--- src/core/pws_pkg.sv ---
// Package with constants and types of the wiper serial load block.
package pws_pkg;
  localparam int FRAME_BITS = 10;
  localparam int CODE_BITS  = 8;
  localparam int TAP_COUNT  = 256;
  localparam logic [7:0] CODE_RESET = 8'h00;
  localparam logic [3:0] CNT_RESET  = 4'h0;
  localparam logic [3:0] CNT_FULL   = 4'ha;
  localparam logic [9:0] SHIFT_RESET = 10'h000;
  localparam logic       ERR_RESET  = 1'b0;
  localparam int         PREFIX_HI  = 9;
  localparam int         PREFIX_LO  = 8;
  typedef struct packed {
    logic select_n;
    logic serial_in;
    logic shift_clock;
  } pws_link_t;
  localparam pws_link_t  LINK_IDLE  = '{1'b1, 1'b0, 1'b0};
endpackage

--- src/core/pws_tap_decode.sv ---
// One-hot decoder from wiper code to resistor tap select.
`timescale 1ns/1ps
module pws_tap_decode #(
  parameter int CODE_W = 8,
  parameter int TAPS   = 256
) (
  input  wire logic [CODE_W-1:0] i_wiper_code,
  output logic      [TAPS-1:0]   o_tap_sel
);
  // Tap 0 sits at terminal B; the top tap stays one step short of A.
  genvar g;
  generate
    for (g = 0; g < TAPS; g++) begin : g_tap
      assign o_tap_sel[g] = (i_wiper_code == CODE_W'(g));
    end
  endgenerate
endmodule

--- src/core/pws_serial_load.sv ---
// Serial load logic of a 256-tap wiper, sampled on the core clock.
// Function
// - Ten bits per frame, last eight are code
// - Shift serial data on shift clock rise
// - Select rise loads code into wiper latch after ten or more bits
// - Code decodes to one of 256 taps
// - Code zero connects wiper to terminal B
// - Code all ones: top tap, not A
// - Higher code moves wiper toward A
`timescale 1ns/1ps
module pws_serial_load #(
  parameter int CODE_W = 8,
  parameter int TAPS   = 256
) (
  input  wire logic              I_CORE_CLK,
  input  wire logic              I_SRST,
  input  wire pws_pkg::pws_link_t I_LINK,
  output logic      [CODE_W-1:0] O_WIPER_CODE,
  output logic      [TAPS-1:0]   O_TAP_SEL,
  output logic                   O_PREFIX_ERR
);
  localparam int FRAME_W = pws_pkg::FRAME_BITS;

  pws_pkg::pws_link_t meta_q;
  pws_pkg::pws_link_t sync_q;
  pws_pkg::pws_link_t last_q;
  logic [FRAME_W-1:0] shift_q;
  logic [FRAME_W-1:0] shift_d;
  logic [3:0]         cnt_q;
  logic [3:0]         cnt_d;
  logic [CODE_W-1:0]  code_q;
  logic [CODE_W-1:0]  code_d;
  logic [TAPS-1:0]    tap_q;
  logic               perr_q;
  logic               perr_d;
  logic [TAPS-1:0]    tap_dec;

  // Rising edge of a synchronised level against its previous sample.
  function automatic logic rose(input logic now_v, input logic was_v);
    return now_v & ~was_v;
  endfunction

  // Two flops guard against metastability; the third keeps the last
  // sample for edge detection and resets to the idle link level.
  always_ff @(posedge I_CORE_CLK) begin
    if (I_SRST) begin
      meta_q <= pws_pkg::LINK_IDLE;
      sync_q <= pws_pkg::LINK_IDLE;
      last_q <= pws_pkg::LINK_IDLE;
    end else begin
      meta_q <= I_LINK;
      sync_q <= meta_q;
      last_q <= sync_q;
    end
  end

  wire clk_rise = rose(sync_q.shift_clock, last_q.shift_clock);
  wire sel_rise = rose(sync_q.select_n, last_q.select_n);
  wire active   = ~sync_q.select_n;
  wire do_shift = active & clk_rise;
  wire cnt_sat  = (cnt_q == pws_pkg::CNT_FULL);
  wire frame_ok = cnt_sat;
  wire load_en  = sel_rise & frame_ok;
  wire [CODE_W-1:0] shift_code = shift_q[CODE_W-1:0];
  wire [1:0]        shift_pfx  =
    shift_q[pws_pkg::PREFIX_HI:pws_pkg::PREFIX_LO];

  // New bits enter at the bottom so the prefix ends up on top.
  assign shift_d = do_shift ? {shift_q[FRAME_W-2:0], sync_q.serial_in}
                            : shift_q;
  assign cnt_d = sel_rise ? pws_pkg::CNT_RESET
               : (do_shift && !cnt_sat) ? cnt_q + 4'h1 : cnt_q;
  assign code_d = load_en ? shift_code : code_q;
  assign perr_d = load_en ? |shift_pfx : perr_q;

  always_ff @(posedge I_CORE_CLK) begin
    if (I_SRST) begin
      shift_q <= pws_pkg::SHIFT_RESET;
      cnt_q   <= pws_pkg::CNT_RESET;
    end else begin
      shift_q <= shift_d;
      cnt_q   <= cnt_d;
    end
  end

  // A short frame is dropped; more than ten bits keeps the last ten.
  always_ff @(posedge I_CORE_CLK) begin
    if (I_SRST) begin
      code_q <= pws_pkg::CODE_RESET;
      perr_q <= pws_pkg::ERR_RESET;
    end else begin
      code_q <= code_d;
      perr_q <= perr_d;
    end
  end

  pws_tap_decode #(
    .CODE_W (CODE_W),
    .TAPS   (TAPS)
  ) u_dec (
    .i_wiper_code (code_q),
    .o_tap_sel    (tap_dec)
  );

  // Tap index equals code: 0 is B, 255 one step below A.
  always_ff @(posedge I_CORE_CLK) begin
    if (I_SRST) begin
      tap_q <= TAPS'(1) << pws_pkg::CODE_RESET;
    end else begin
      tap_q <= tap_dec;
    end
  end

  assign O_WIPER_CODE = code_q;
  assign O_TAP_SEL    = tap_q;
  assign O_PREFIX_ERR = perr_q;
endmodule

--- config.mk ---
export PLATFORM = sky130hd
export DESIGN_NAME = pws_serial_load
export DESIGN_NICKNAME = d
export VERILOG_FILES = /design/src/core/pws_pkg.sv /design/src/core/pws_tap_decode.sv /design/src/core/pws_serial_load.sv
export SDC_FILE = /design/constraint.sdc
export NUM_CORES = 1
export LEC_CHECK = 0
export BUFFER_PORTS_ARGS = -buffer_cell sky130_fd_sc_hd__buf_2
export CELL_PAD_IN_SITES_DETAIL_PLACEMENT = 1
export CELL_PAD_IN_SITES_GLOBAL_PLACEMENT = 1
export CORE_UTILIZATION = 42
export CTS_CLUSTER_DIAMETER = 40
export DETAILED_ROUTE_END_ITERATION = 8
export PLACE_DENSITY_LB_ADDON = 0.1
export SLEW_MARGIN = 20
export SYNTH_ARGS = -nofsm -noshare
export SYNTH_HDL_FRONTEND = slang
export SYNTH_HIERARCHICAL = 1
export SYNTH_SLANG_ARGS = --single-unit
--- constraint.sdc ---
create_clock -name I_CORE_CLK -period 2.6 [get_ports I_CORE_CLK]
set_clock_uncertainty 0.1 [all_clocks]
set_input_delay 0 -clock I_CORE_CLK [delete_from_list [all_inputs] [get_ports I_CORE_CLK]]
set_output_delay 0 -clock I_CORE_CLK [all_outputs]
set_load 0.01 [all_outputs]
* Yosys cells after proc, flatten, opt, wreduce, memory -nomap -nowiden
Cells that the tools add are included.
** Word-level totals
- Register bits after elaboration :: 287
- Input port bits :: 5
** Cells by class
- Bitwise logic cells :: 7
- Reduce and logical (&&, ||, !) cells :: 5
- Add/sub/neg operators :: 1
- Eq/ne operators :: 256
** Operators by type and width (number)
- $eq A8 B8 Y1 const B :: 128
- $eq A8 B7 Y1 const B :: 64
- $eq A8 B6 Y1 const B :: 32
- $eq A8 B5 Y1 const B :: 16
- $eq A8 B4 Y1 const B :: 8
- $eq A8 B3 Y1 const B :: 4
- $eq A8 B2 Y1 const B :: 2
- $eq A8 B1 Y1 const B :: 1
- $logic_not A8 Y1 :: 1
- $add A4 B1 Y4 const B :: 1
- $and A1 B1 Y1 :: 4
- $eq A4 B4 Y1 const B :: 1
- $reduce_or A2 Y1 :: 2
- $not A1 Y1 :: 3
- $logic_and A1 B1 Y1 :: 1
- $logic_not A1 Y1 :: 1

* Logic depth before layout (Yosys ltp)
Gate-level depths: netlist (run 1).
- Word-level depth :: 4
- Gate-level depth with buffers :: 6
- Mapped depth without buffers :: 5

* Hierarchy
The synthesis (run 1) kept the hierarchy.
** Modules (own cells, without submodules)
- pws_serial_load :: cells each 666, times used 1, seq. area each 5745.5 µm², area an instance 8011.4 µm²
- pws_tap_decode :: cells each 350, times used 1, seq. area each 0.0 µm², area an instance 1754.2 µm²

* Worst setup path before layout (run 1)
No wires, ideal clock.
- Kind :: register -> register
- Start :: register code_q[1], in the netlist O_WIPER_CODE[1]
- End :: register tap_q[213], in the netlist O_TAP_SEL[213]
- Buffers on the path :: 3
- Setup time :: 0.128 ns
- Slack :: 0.917 ns
- Stages on the path, launching flop included :: 7
- Data arrival time :: 1.455 ns
- Cells stage by stage :: dfxtp_1 > buf_2 > nand4bb_1 > clkbuf_1 > buf_2 > nor2_1 > nor2b_1
** Between the ends
- Cells in the longest elaborated chain, start to end :: 1
** RTL lines
- start: declaration :: line pws_serial_load.sv:31 : logic [CODE_W-1:0] code_q;
- start signal: assignment :: line pws_serial_load.sv:89 : code_q <= pws_pkg::CODE_RESET;
- start signal: assignment :: line pws_serial_load.sv:92 : code_q <= code_d;
- $eq A8 B8 Y1 :: line pws_tap_decode.sv:14 : assign o_tap_sel[g] = (i_wiper_code == CODE_W'(g));
- net tap_dec[213] :: line pws_serial_load.sv:36 : logic [TAPS-1:0] tap_dec;
- end signal: assignment :: line pws_serial_load.sv:108 : tap_q <= TAPS'(1) << pws_pkg::CODE_RESET;
- end signal: assignment :: line pws_serial_load.sv:110 : tap_q <= tap_dec;
- end: declaration :: line pws_serial_load.sv:33 : logic [TAPS-1:0] tap_q;
The timed path passes the listed nets, and every way through them passes these cells.
A chain may end at the register's enable or synchronous reset.

* Worst setup path in the final report (run 1)
- Start :: register code_q[4], in the netlist O_WIPER_CODE[4]
- End :: register tap_q[146], in the netlist O_TAP_SEL[146]
The elaborated chain is that of the path after synthesis.

==> summary.txt, run 1 <==
Pwr
  – Switching share of power: 0.205
  – Internal power: between 7 and 8 mW
  – Power density over the cells: roughly 780 nW/µm²
  – Psw: slightly above 2 mW
  – Logic pwr share: 0.010
  – Sequential power share: 0.446
  – Clock power share: 0.544
  – Leakage: between 5 and 6 nW
  – Peak supply drop: between 0.0004 and 0.0005 V

Synth
  – Netlist cell types: 33
  – Post-synth EDFFs: 0
  – Synth Net Count: about 1000
  – Async SR Flop Fraction: 0
  – Synthesis warning total: 6
  – Mapped Area: ~9800 µm²
  – Syn Inst Count: about 1000
  – Avg Cell Area, Syn: slightly below 10 µm²
  – FF+latch count, synth: around 290
  – Register area share after synthesis: 0.588
  – Top_reg_cell synth: dfxtp_1

Critical path
  – R2R setup slack: 420 ps
  – Reg2reg path depth: 3
  – Reg2reg start: O_WIPER_CODE[4]
  – Crit Path Category: reg2reg
  – Critical path cell sequence: nand4bb_1 > nor2_1 > nor2b_1
  – Critical Path AT: around 2500 ps
  – Critical path required time: slightly below 3000 ps
  – Worst setup EP type: register
  – CP max stage cell: nand4bb_1
  – Slowest Stage Delay on Critical Path: roughly 750 ps
  – Critical Path Fanout Max: 18
  – Worst Setup Start Kind: register
  – FF-to-FF End: O_TAP_SEL[146]

Global routing
  – Met3 Use GR: 0.0670
  – Met1 usage in global routing: 0.304
  – Vias in the first global route: approximately 7500
  – Global-route usage over all layers: 0.247
  – First-pass GRT wire length: 44.8 mm
  – Met2 usage: 0.425
  – Initial antenna violation count: 0
  – Largest net degree at the start of global routing: 97
  – Grt peak-use layer: met2
  – Total grt overflow: 0

STA
  – Final min period: 2180 ps
  – Final Hold Vio Count: 0
  – Rel. slew slack: 0.395
  – Final Cycle Share: 0.837
  – Setup violations, final: 0
  – FMAX: 0.459 GHz
  – Total negative slack: 0 ps
  – Slew at the pin with the worst max-slew slack: roughly 900 ps
  – Fin. max-slew vios: 0
  – RSZ-0062 raised after global routing: false

Run
  – Maxcap violations: 0

Floorplanning
  – Core area: 22700 µm²
  – Initial Utilization: 0.430
  – Die Wd: about 150 µm
  – Die area: ~24000 µm²
  – Die height: between 150 and 200 µm
  – Ports: between 200 and 300
  – FP Rows: between 50 and 60

Detailed routing
  – DRC viols: 0
  – Routed WL: about 29 mm
  – First drt pass iteration count: 4
  – Wirelength per Cell: between 15 and 20 µm
  – Vias per Instance: roughly 4.7
  – ANT nets after route: 0
  – Iteration-0 DRC Markers: roughly 410
  – Via count: between 7000 and 8000

Hold path
  – Min-Delay Endpoint: meta_q[2]
  – Min-delay src: I_LINK[2]
  – Worst Hold Depth: 3
  – Min-delay worst type: in2reg

Clocking
  – Setup Buffers After CTS: 0
  – Clock transition at path regs: 50 ps
  – H-tree depth: 2
  – CTS tree: done
  – Root Buffer: clkbuf_16
  – Inserted Clock Buffers: 39
  – Clock sinks: about 290
  – Clk buf depth: 3
  – Clock insertion delay at the later pin of the skew report: 500 ps

Cells and area
  – Final Non-Filler Cells: between 1500 and 2000
  – Final net count: ~1300
  – Design Area, Final: ~13000 µm²
  – Area delta synth->final: 29.7%
  – Antenna cells: 0
  – Ratio of cells with drive above 1 in the final layout: 0.303

Place
  – Gpl congestion: 0.755
  – DP HPWL: 19.2 mm
  – Dpl cell area: 11300 µm²
  – Inst Count DP: 1503
  – Number of I/O port buffers: approximately 270

Status
  – Outcome: finished clean
==> stage by stage <==
step	utilization	setup slack (ps)	power, mW	hold WS (ps)
2_1_floorplan	-	917	4.57	3.81
3_3_place_gp	0.497	364	4.60	92.6
3_5_place_dp	0.497	389	4.60	94.9
4_1_cts	0.558	387	9.98	133
5_1_grt	0.558	258	10.2	158
6_report	0.558	423	9.88	168
==> cells in the mapped netlist (2+ instances only) <==
cell type	count	share of area
dfxtp_1	287	0.59
nor2b_1	260	0.17
nor2_1	235	0.090
clkbuf_1	56	0.022
buf_2	23	0.012
nand2_1	20	0.0077
nand2b_1	19	0.012
a21oi_1	14	0.0072
nand4bb_1	12	0.014
nor2_2	12	0.0077
nor2_4	11	0.013
buf_6	10	0.012
nand4b_1	9	0.0081
mux2i_1	8	0.0082
clkbuf_2	6	0.0031
or4b_1	5	0.0051
or2_2	4	0.0026
o21ai_0	3	0.0015
or4b_4	3	0.0042
ha_1	2	0.0026
inv_1	2	0.00077
nand3_1	2	0.0010
nand4_1	2	0.0013
or4_1	2	0.0015
==> worst max path at each step <==
stage                    start        endpoint  slack [ps]
2_1_floorplan  O_WIPER_CODE[1]  O_TAP_SEL[213]         920
3_3_place_gp   O_WIPER_CODE[4]  O_TAP_SEL[146]         360
3_5_place_dp   O_WIPER_CODE[4]  O_TAP_SEL[146]         390
4_1_cts        O_WIPER_CODE[4]  O_TAP_SEL[146]         390
5_1_grt        O_WIPER_CODE[4]   O_TAP_SEL[90]         260
6_report       O_WIPER_CODE[4]  O_TAP_SEL[146]         420
==> final cells by class <==
type | instances | area [µm²]
Inverter | 2 | 7.51
Tap cell | 285 | 357
Multi-Input combinational cell | 631 | 3520
Fill cell | 2629 | 10000
Timing Repair Buffer | 304 | 1710
Sequential cell | 287 | 5750
Clock buffer | 52 | 1120
Clock inverter | 16 | 209
==> sequential cells by signal, indices dropped and copies added, names as in the netlist <==
signal / flops
sync_q: 3
cnt_q: 4
meta_q: 3
last_q: 2
O_TAP_SEL: 256
O_WIPER_CODE: 8
O_PREFIX_ERR: 1
shift_q: 10
==> kinds of logic (layout without fill, tap and decap cells) <==
family                     Yosys count  in the layout  share of synthesized area
AOI/OAI and AO/OA                   18             18                    0.00948
buffers and inverters               98            374                     0.0507
and+or+nand+nor                    603            603                      0.341
adders and majority gates            2              2                    0.00256
muxes                                8              8                    0.00820
DFF                                287            287                      0.588
==> repair_timing <==
action,CTS,global route
hold endpoints to repair,64,0
resized for setup,0,0
hold buffers,6,0
==> power by group through the flow <==
stage | logic (mW) | registers, mW | clock network, mW
floorplan | 0.0685 | 4.50 | 0
detailed placement | 0.0947 | 4.50 | 0
global placement | 0.0949 | 4.50 | 0
global route | 0.110 | 4.40 | 5.68
CTS | 0.101 | 4.41 | 5.47
finish | 0.0988 | 4.41 | 5.37
==> layout by cell type (no fill, tap or decap), types with 11 or more instances in the layout <==
| master | synthesis | final |
|---|---|---|
| buf_2 | 23 | 268 |
| clkbuf_16 | 0 | 41 |
| nor2b_1 | 260 | 260 |
| dfxtp_1 | 287 | 287 |
| nand2_1 | 20 | 20 |
| nor2_4 | 11 | 11 |
| nor2_1 | 235 | 235 |
| nor2_2 | 12 | 12 |
| buf_4 | 0 | 23 |
| nand4bb_1 | 12 | 12 |
| a21oi_1 | 14 | 14 |
| nand2b_1 | 19 | 19 |
==> worst max-delay path: cells and delay by family, from the launching register on <==
family / cells / cell delay [ps]
flip-flops: 1 / 670
AND/OR/NAND/NOR: 3 / 1330
==> per-layer routing <==
| metal | share of wire | wire [µm] |
|---|---|---|
| met5 | 0 | 0 |
| met3 | 0.067 | 1980 |
| met2 | 0.48 | 14100 |
| met4 | 0.019 | 550 |
| met1 | 0.43 | 12700 |
Note: power is estimated with default switching activity, not from simulation.
==> inputs of run 2 (changes only) <==
--- a/config.mk
+++ b/config.mk
@@ -8,7 +8,7 @@
 export BUFFER_PORTS_ARGS = -buffer_cell sky130_fd_sc_hd__buf_2
 export CELL_PAD_IN_SITES_DETAIL_PLACEMENT = 1
 export CELL_PAD_IN_SITES_GLOBAL_PLACEMENT = 1
-export CORE_UTILIZATION = 42
+export CORE_UTILIZATION = 39
 export CTS_CLUSTER_DIAMETER = 40
 export DETAILED_ROUTE_END_ITERATION = 8
 export PLACE_DENSITY_LB_ADDON = 0.1
==> constraint.sdc (replaced) <==
create_clock -name I_CORE_CLK -period 2.1 [get_ports I_CORE_CLK]
set_clock_uncertainty 0.1 [all_clocks]
set_input_delay 0 -clock I_CORE_CLK [delete_from_list [all_inputs] [get_ports I_CORE_CLK]]
set_output_delay 0 -clock I_CORE_CLK [all_outputs]
set_load 0.01 [all_outputs]
==> run 2 against run 1 <==
Net effect:
- global-route usage shrank 2.1 points
- via count shrank 0.49%
- cell count grew 4.3%
- highest routed layer unchanged
==> summary.txt, run 2 (same netlist as run 1, synthesis figures left out) <==
Clocking
  – H-tree depth: 2
  – Clk buf depth: 3
  – Inserted Clock Buffers: 41
  – Clock transition at path regs: 50 ps
  – Root Buffer: clkbuf_16
  – Clock insertion delay at the later pin of the skew report: between 500 and 600 ps
  – Clock sinks: between 200 and 300
  – CTS tree: done
  – Post-CTS sizing: 0
  – Setup Buffers After CTS: 0

Pwr
  – Leakage: about 5.7 nW
  – Peak supply drop: roughly 0.00063 V
  – Power density over the cells: about 940 nW/µm²

STA
  – Slew at the pin with the worst max-slew slack: approximately 560 ps
  – Setup violations, final: 0
  – Rel. slew slack: 0.624
  – Fin. max-slew vios: 0
  – RSZ-0062 raised after global routing: false
  – Final Cycle Share: 0.898
  – Final Hold Vio Count: 0
  – Final min period: 1890 ps
  – Total negative slack: 0 ps
  – FMAX: between 0.5 and 0.6 GHz

Floorplanning
  – Ports: 270
  – Initial Utilization: 0.399
  – Die area: about 26000 µm²
  – Die Wd: approximately 160 µm
  – FP Rows: between 50 and 60
  – Core area: roughly 24000 µm²
  – Die height: ~160 µm

Critical path
  – FF-to-FF End: O_TAP_SEL[47]
  – Top Family by Delay on Critical Path: simple AND/OR/NAND/NOR gates
  – Slowest Stage Delay on Critical Path: 740 ps
  – Crit path launch: O_WIPER_CODE[5]
  – CP max stage cell: or4b_4
  – Worst setup EP type: register
  – R2R setup slack: between 200 and 250 ps
  – Worst Setup Start Kind: register
  – Critical path required time: between 2000 and 2500 ps
  – Critical Path Fanout Max: 18
  – Critical path cell sequence: or4b_4 > nor2_1 > nor2b_1
  – Buf+Inv Stages, Crit Path: 0
  – Reg2reg start: O_WIPER_CODE[5]
  – Critical Path AT: 2230 ps
  – Reg2reg path depth: 3
  – Crit Path Category: reg2reg

Run
  – Maxcap violations: 0

Detailed routing
  – Iteration-0 DRC Markers: about 350
  – First drt pass iteration count: 6
  – DRC viols: 0
  – ANT nets after route: 0
  – Via count: between 7000 and 8000
  – Wirelength per Cell: 17.6 µm
  – Routed WL: just under 30 mm
  – Vias per Instance: between 4 and 5

Cells and area
  – Area delta synth->final: 31.6%
  – Antenna cells: 0
  – Final net count: approximately 1300
  – Commonest non-fill, non-tap cell in the layout: dfxtp_1
  – Commonest non-fill, non-tap cells in the layout: dfxtp_1 (287), buf_2 (268), nor2b_1 (260), nor2_1 (235), buf_4 (49)
  – Final Non-Filler Cells: between 1500 and 2000
  – # fillers: about 2800
  – Register area: around 5700 µm²
  – Max reg flops: 256
  – Area of the multi-input gates: around 3500 µm²
  – Ratio of cells with drive above 1 in the final layout: 0.321

Global routing
  – Met2 usage: 0.381
  – Total grt overflow: 0
  – First-pass GRT wire length: around 44 mm
  – Initial antenna violation count: 0
  – Met1 usage in global routing: 0.278
  – Global-route usage over all layers: 0.226
  – Grt peak-use layer: met2
  – Vias in the first global route: between 7000 and 8000
  – Met3 Use GR: 0.0696
  – Largest net degree at the start of global routing: between 80 and 90

Hold path
  – Min-delay worst type: in2reg
  – Worst Hold Depth: 3
  – Min-delay src: I_LINK[2]
  – Min-Delay Endpoint: meta_q[2]

Place
  – Inst Count DP: about 1600
  – Gpl congestion: roughly 0.73
  – DP HPWL: ~19 mm
  – Number of I/O port buffers: between 200 and 300

Status
  – Outcome: finished clean
-- run 2: changes by cell type in the layout (fill, tap and decap cells not counted), moves of 2 or more --
cell | previous run | this run
clkinv_8 | 0 | 2
clkinv_4 | 2 | 10
bufinv_16 | 4 | 1
clkbuf_8 | 6 | 4
buf_12 | 6 | 2
buf_4 | 23 | 49
clkbuf_1 | 6 | 3
inv_6 | 3 | 6
-- run 2: what timing repair did --
action,in CTS,in global routing
hold buffers,6,0
endpoints found under the setup margin,0,0
endpoints found under the hold margin,57,0
-- run 2: metal layers --
| layer | part of all wire | wire [µm] |
|---|---|---|
| met5 | 0 | 0 |
| met1 | 0.43 | 12500 |
| met3 | 0.073 | 2110 |
| met2 | 0.48 | 13800 |
| met4 | 0.017 | 482 |
-- run 2: worst max-delay path by stage --
stage / cells after the start / slack (ps) / endpoint
floorplan: 6 / 420 / O_TAP_SEL[213]
global placement: 3 / 310 / O_TAP_SEL[72]
detailed placement: 3 / 300 / O_TAP_SEL[11]
CTS: 3 / 220 / O_TAP_SEL[47]
global route: 3 / 60 / O_TAP_SEL[47]
finish: 3 / 210 / O_TAP_SEL[47]
-- run 2: layout make-up --
type	count	area share
multi-input cells	631	0.274
clock buffers	47	0.0839
flip-flops and latches	287	0.447
clock inverters	28	0.0205
well taps	324	0.0316
inverters	2	0.000584
repair buffers	326	0.142
-- run 2: metrics by stage --
stage	instance area, µm²	total power [mW]	hold slack, ps	utilization	worst slack [ps]
floorplan	9770	5.66	3.81	-	417
global placement	11400	5.69	95.2	0.468	313
detailed placement	11400	5.69	90.3	0.468	303
CTS	12800	12.3	120	0.525	220
global route	12800	12.6	151	0.525	64.1
finish	12800	12.1	141	0.525	214
-- run 2: worst min-delay path, delay by kind of cell --
kind	cells	cell delay (ps)
simple gates	1	80
buf+inv	2	640
-- run 2: power by group --
group	switching, mW	internal, mW
clock network	2.63	3.91
logic	0.0921	0.0323
registers	0.00269	5.45
total	2.73	9.40
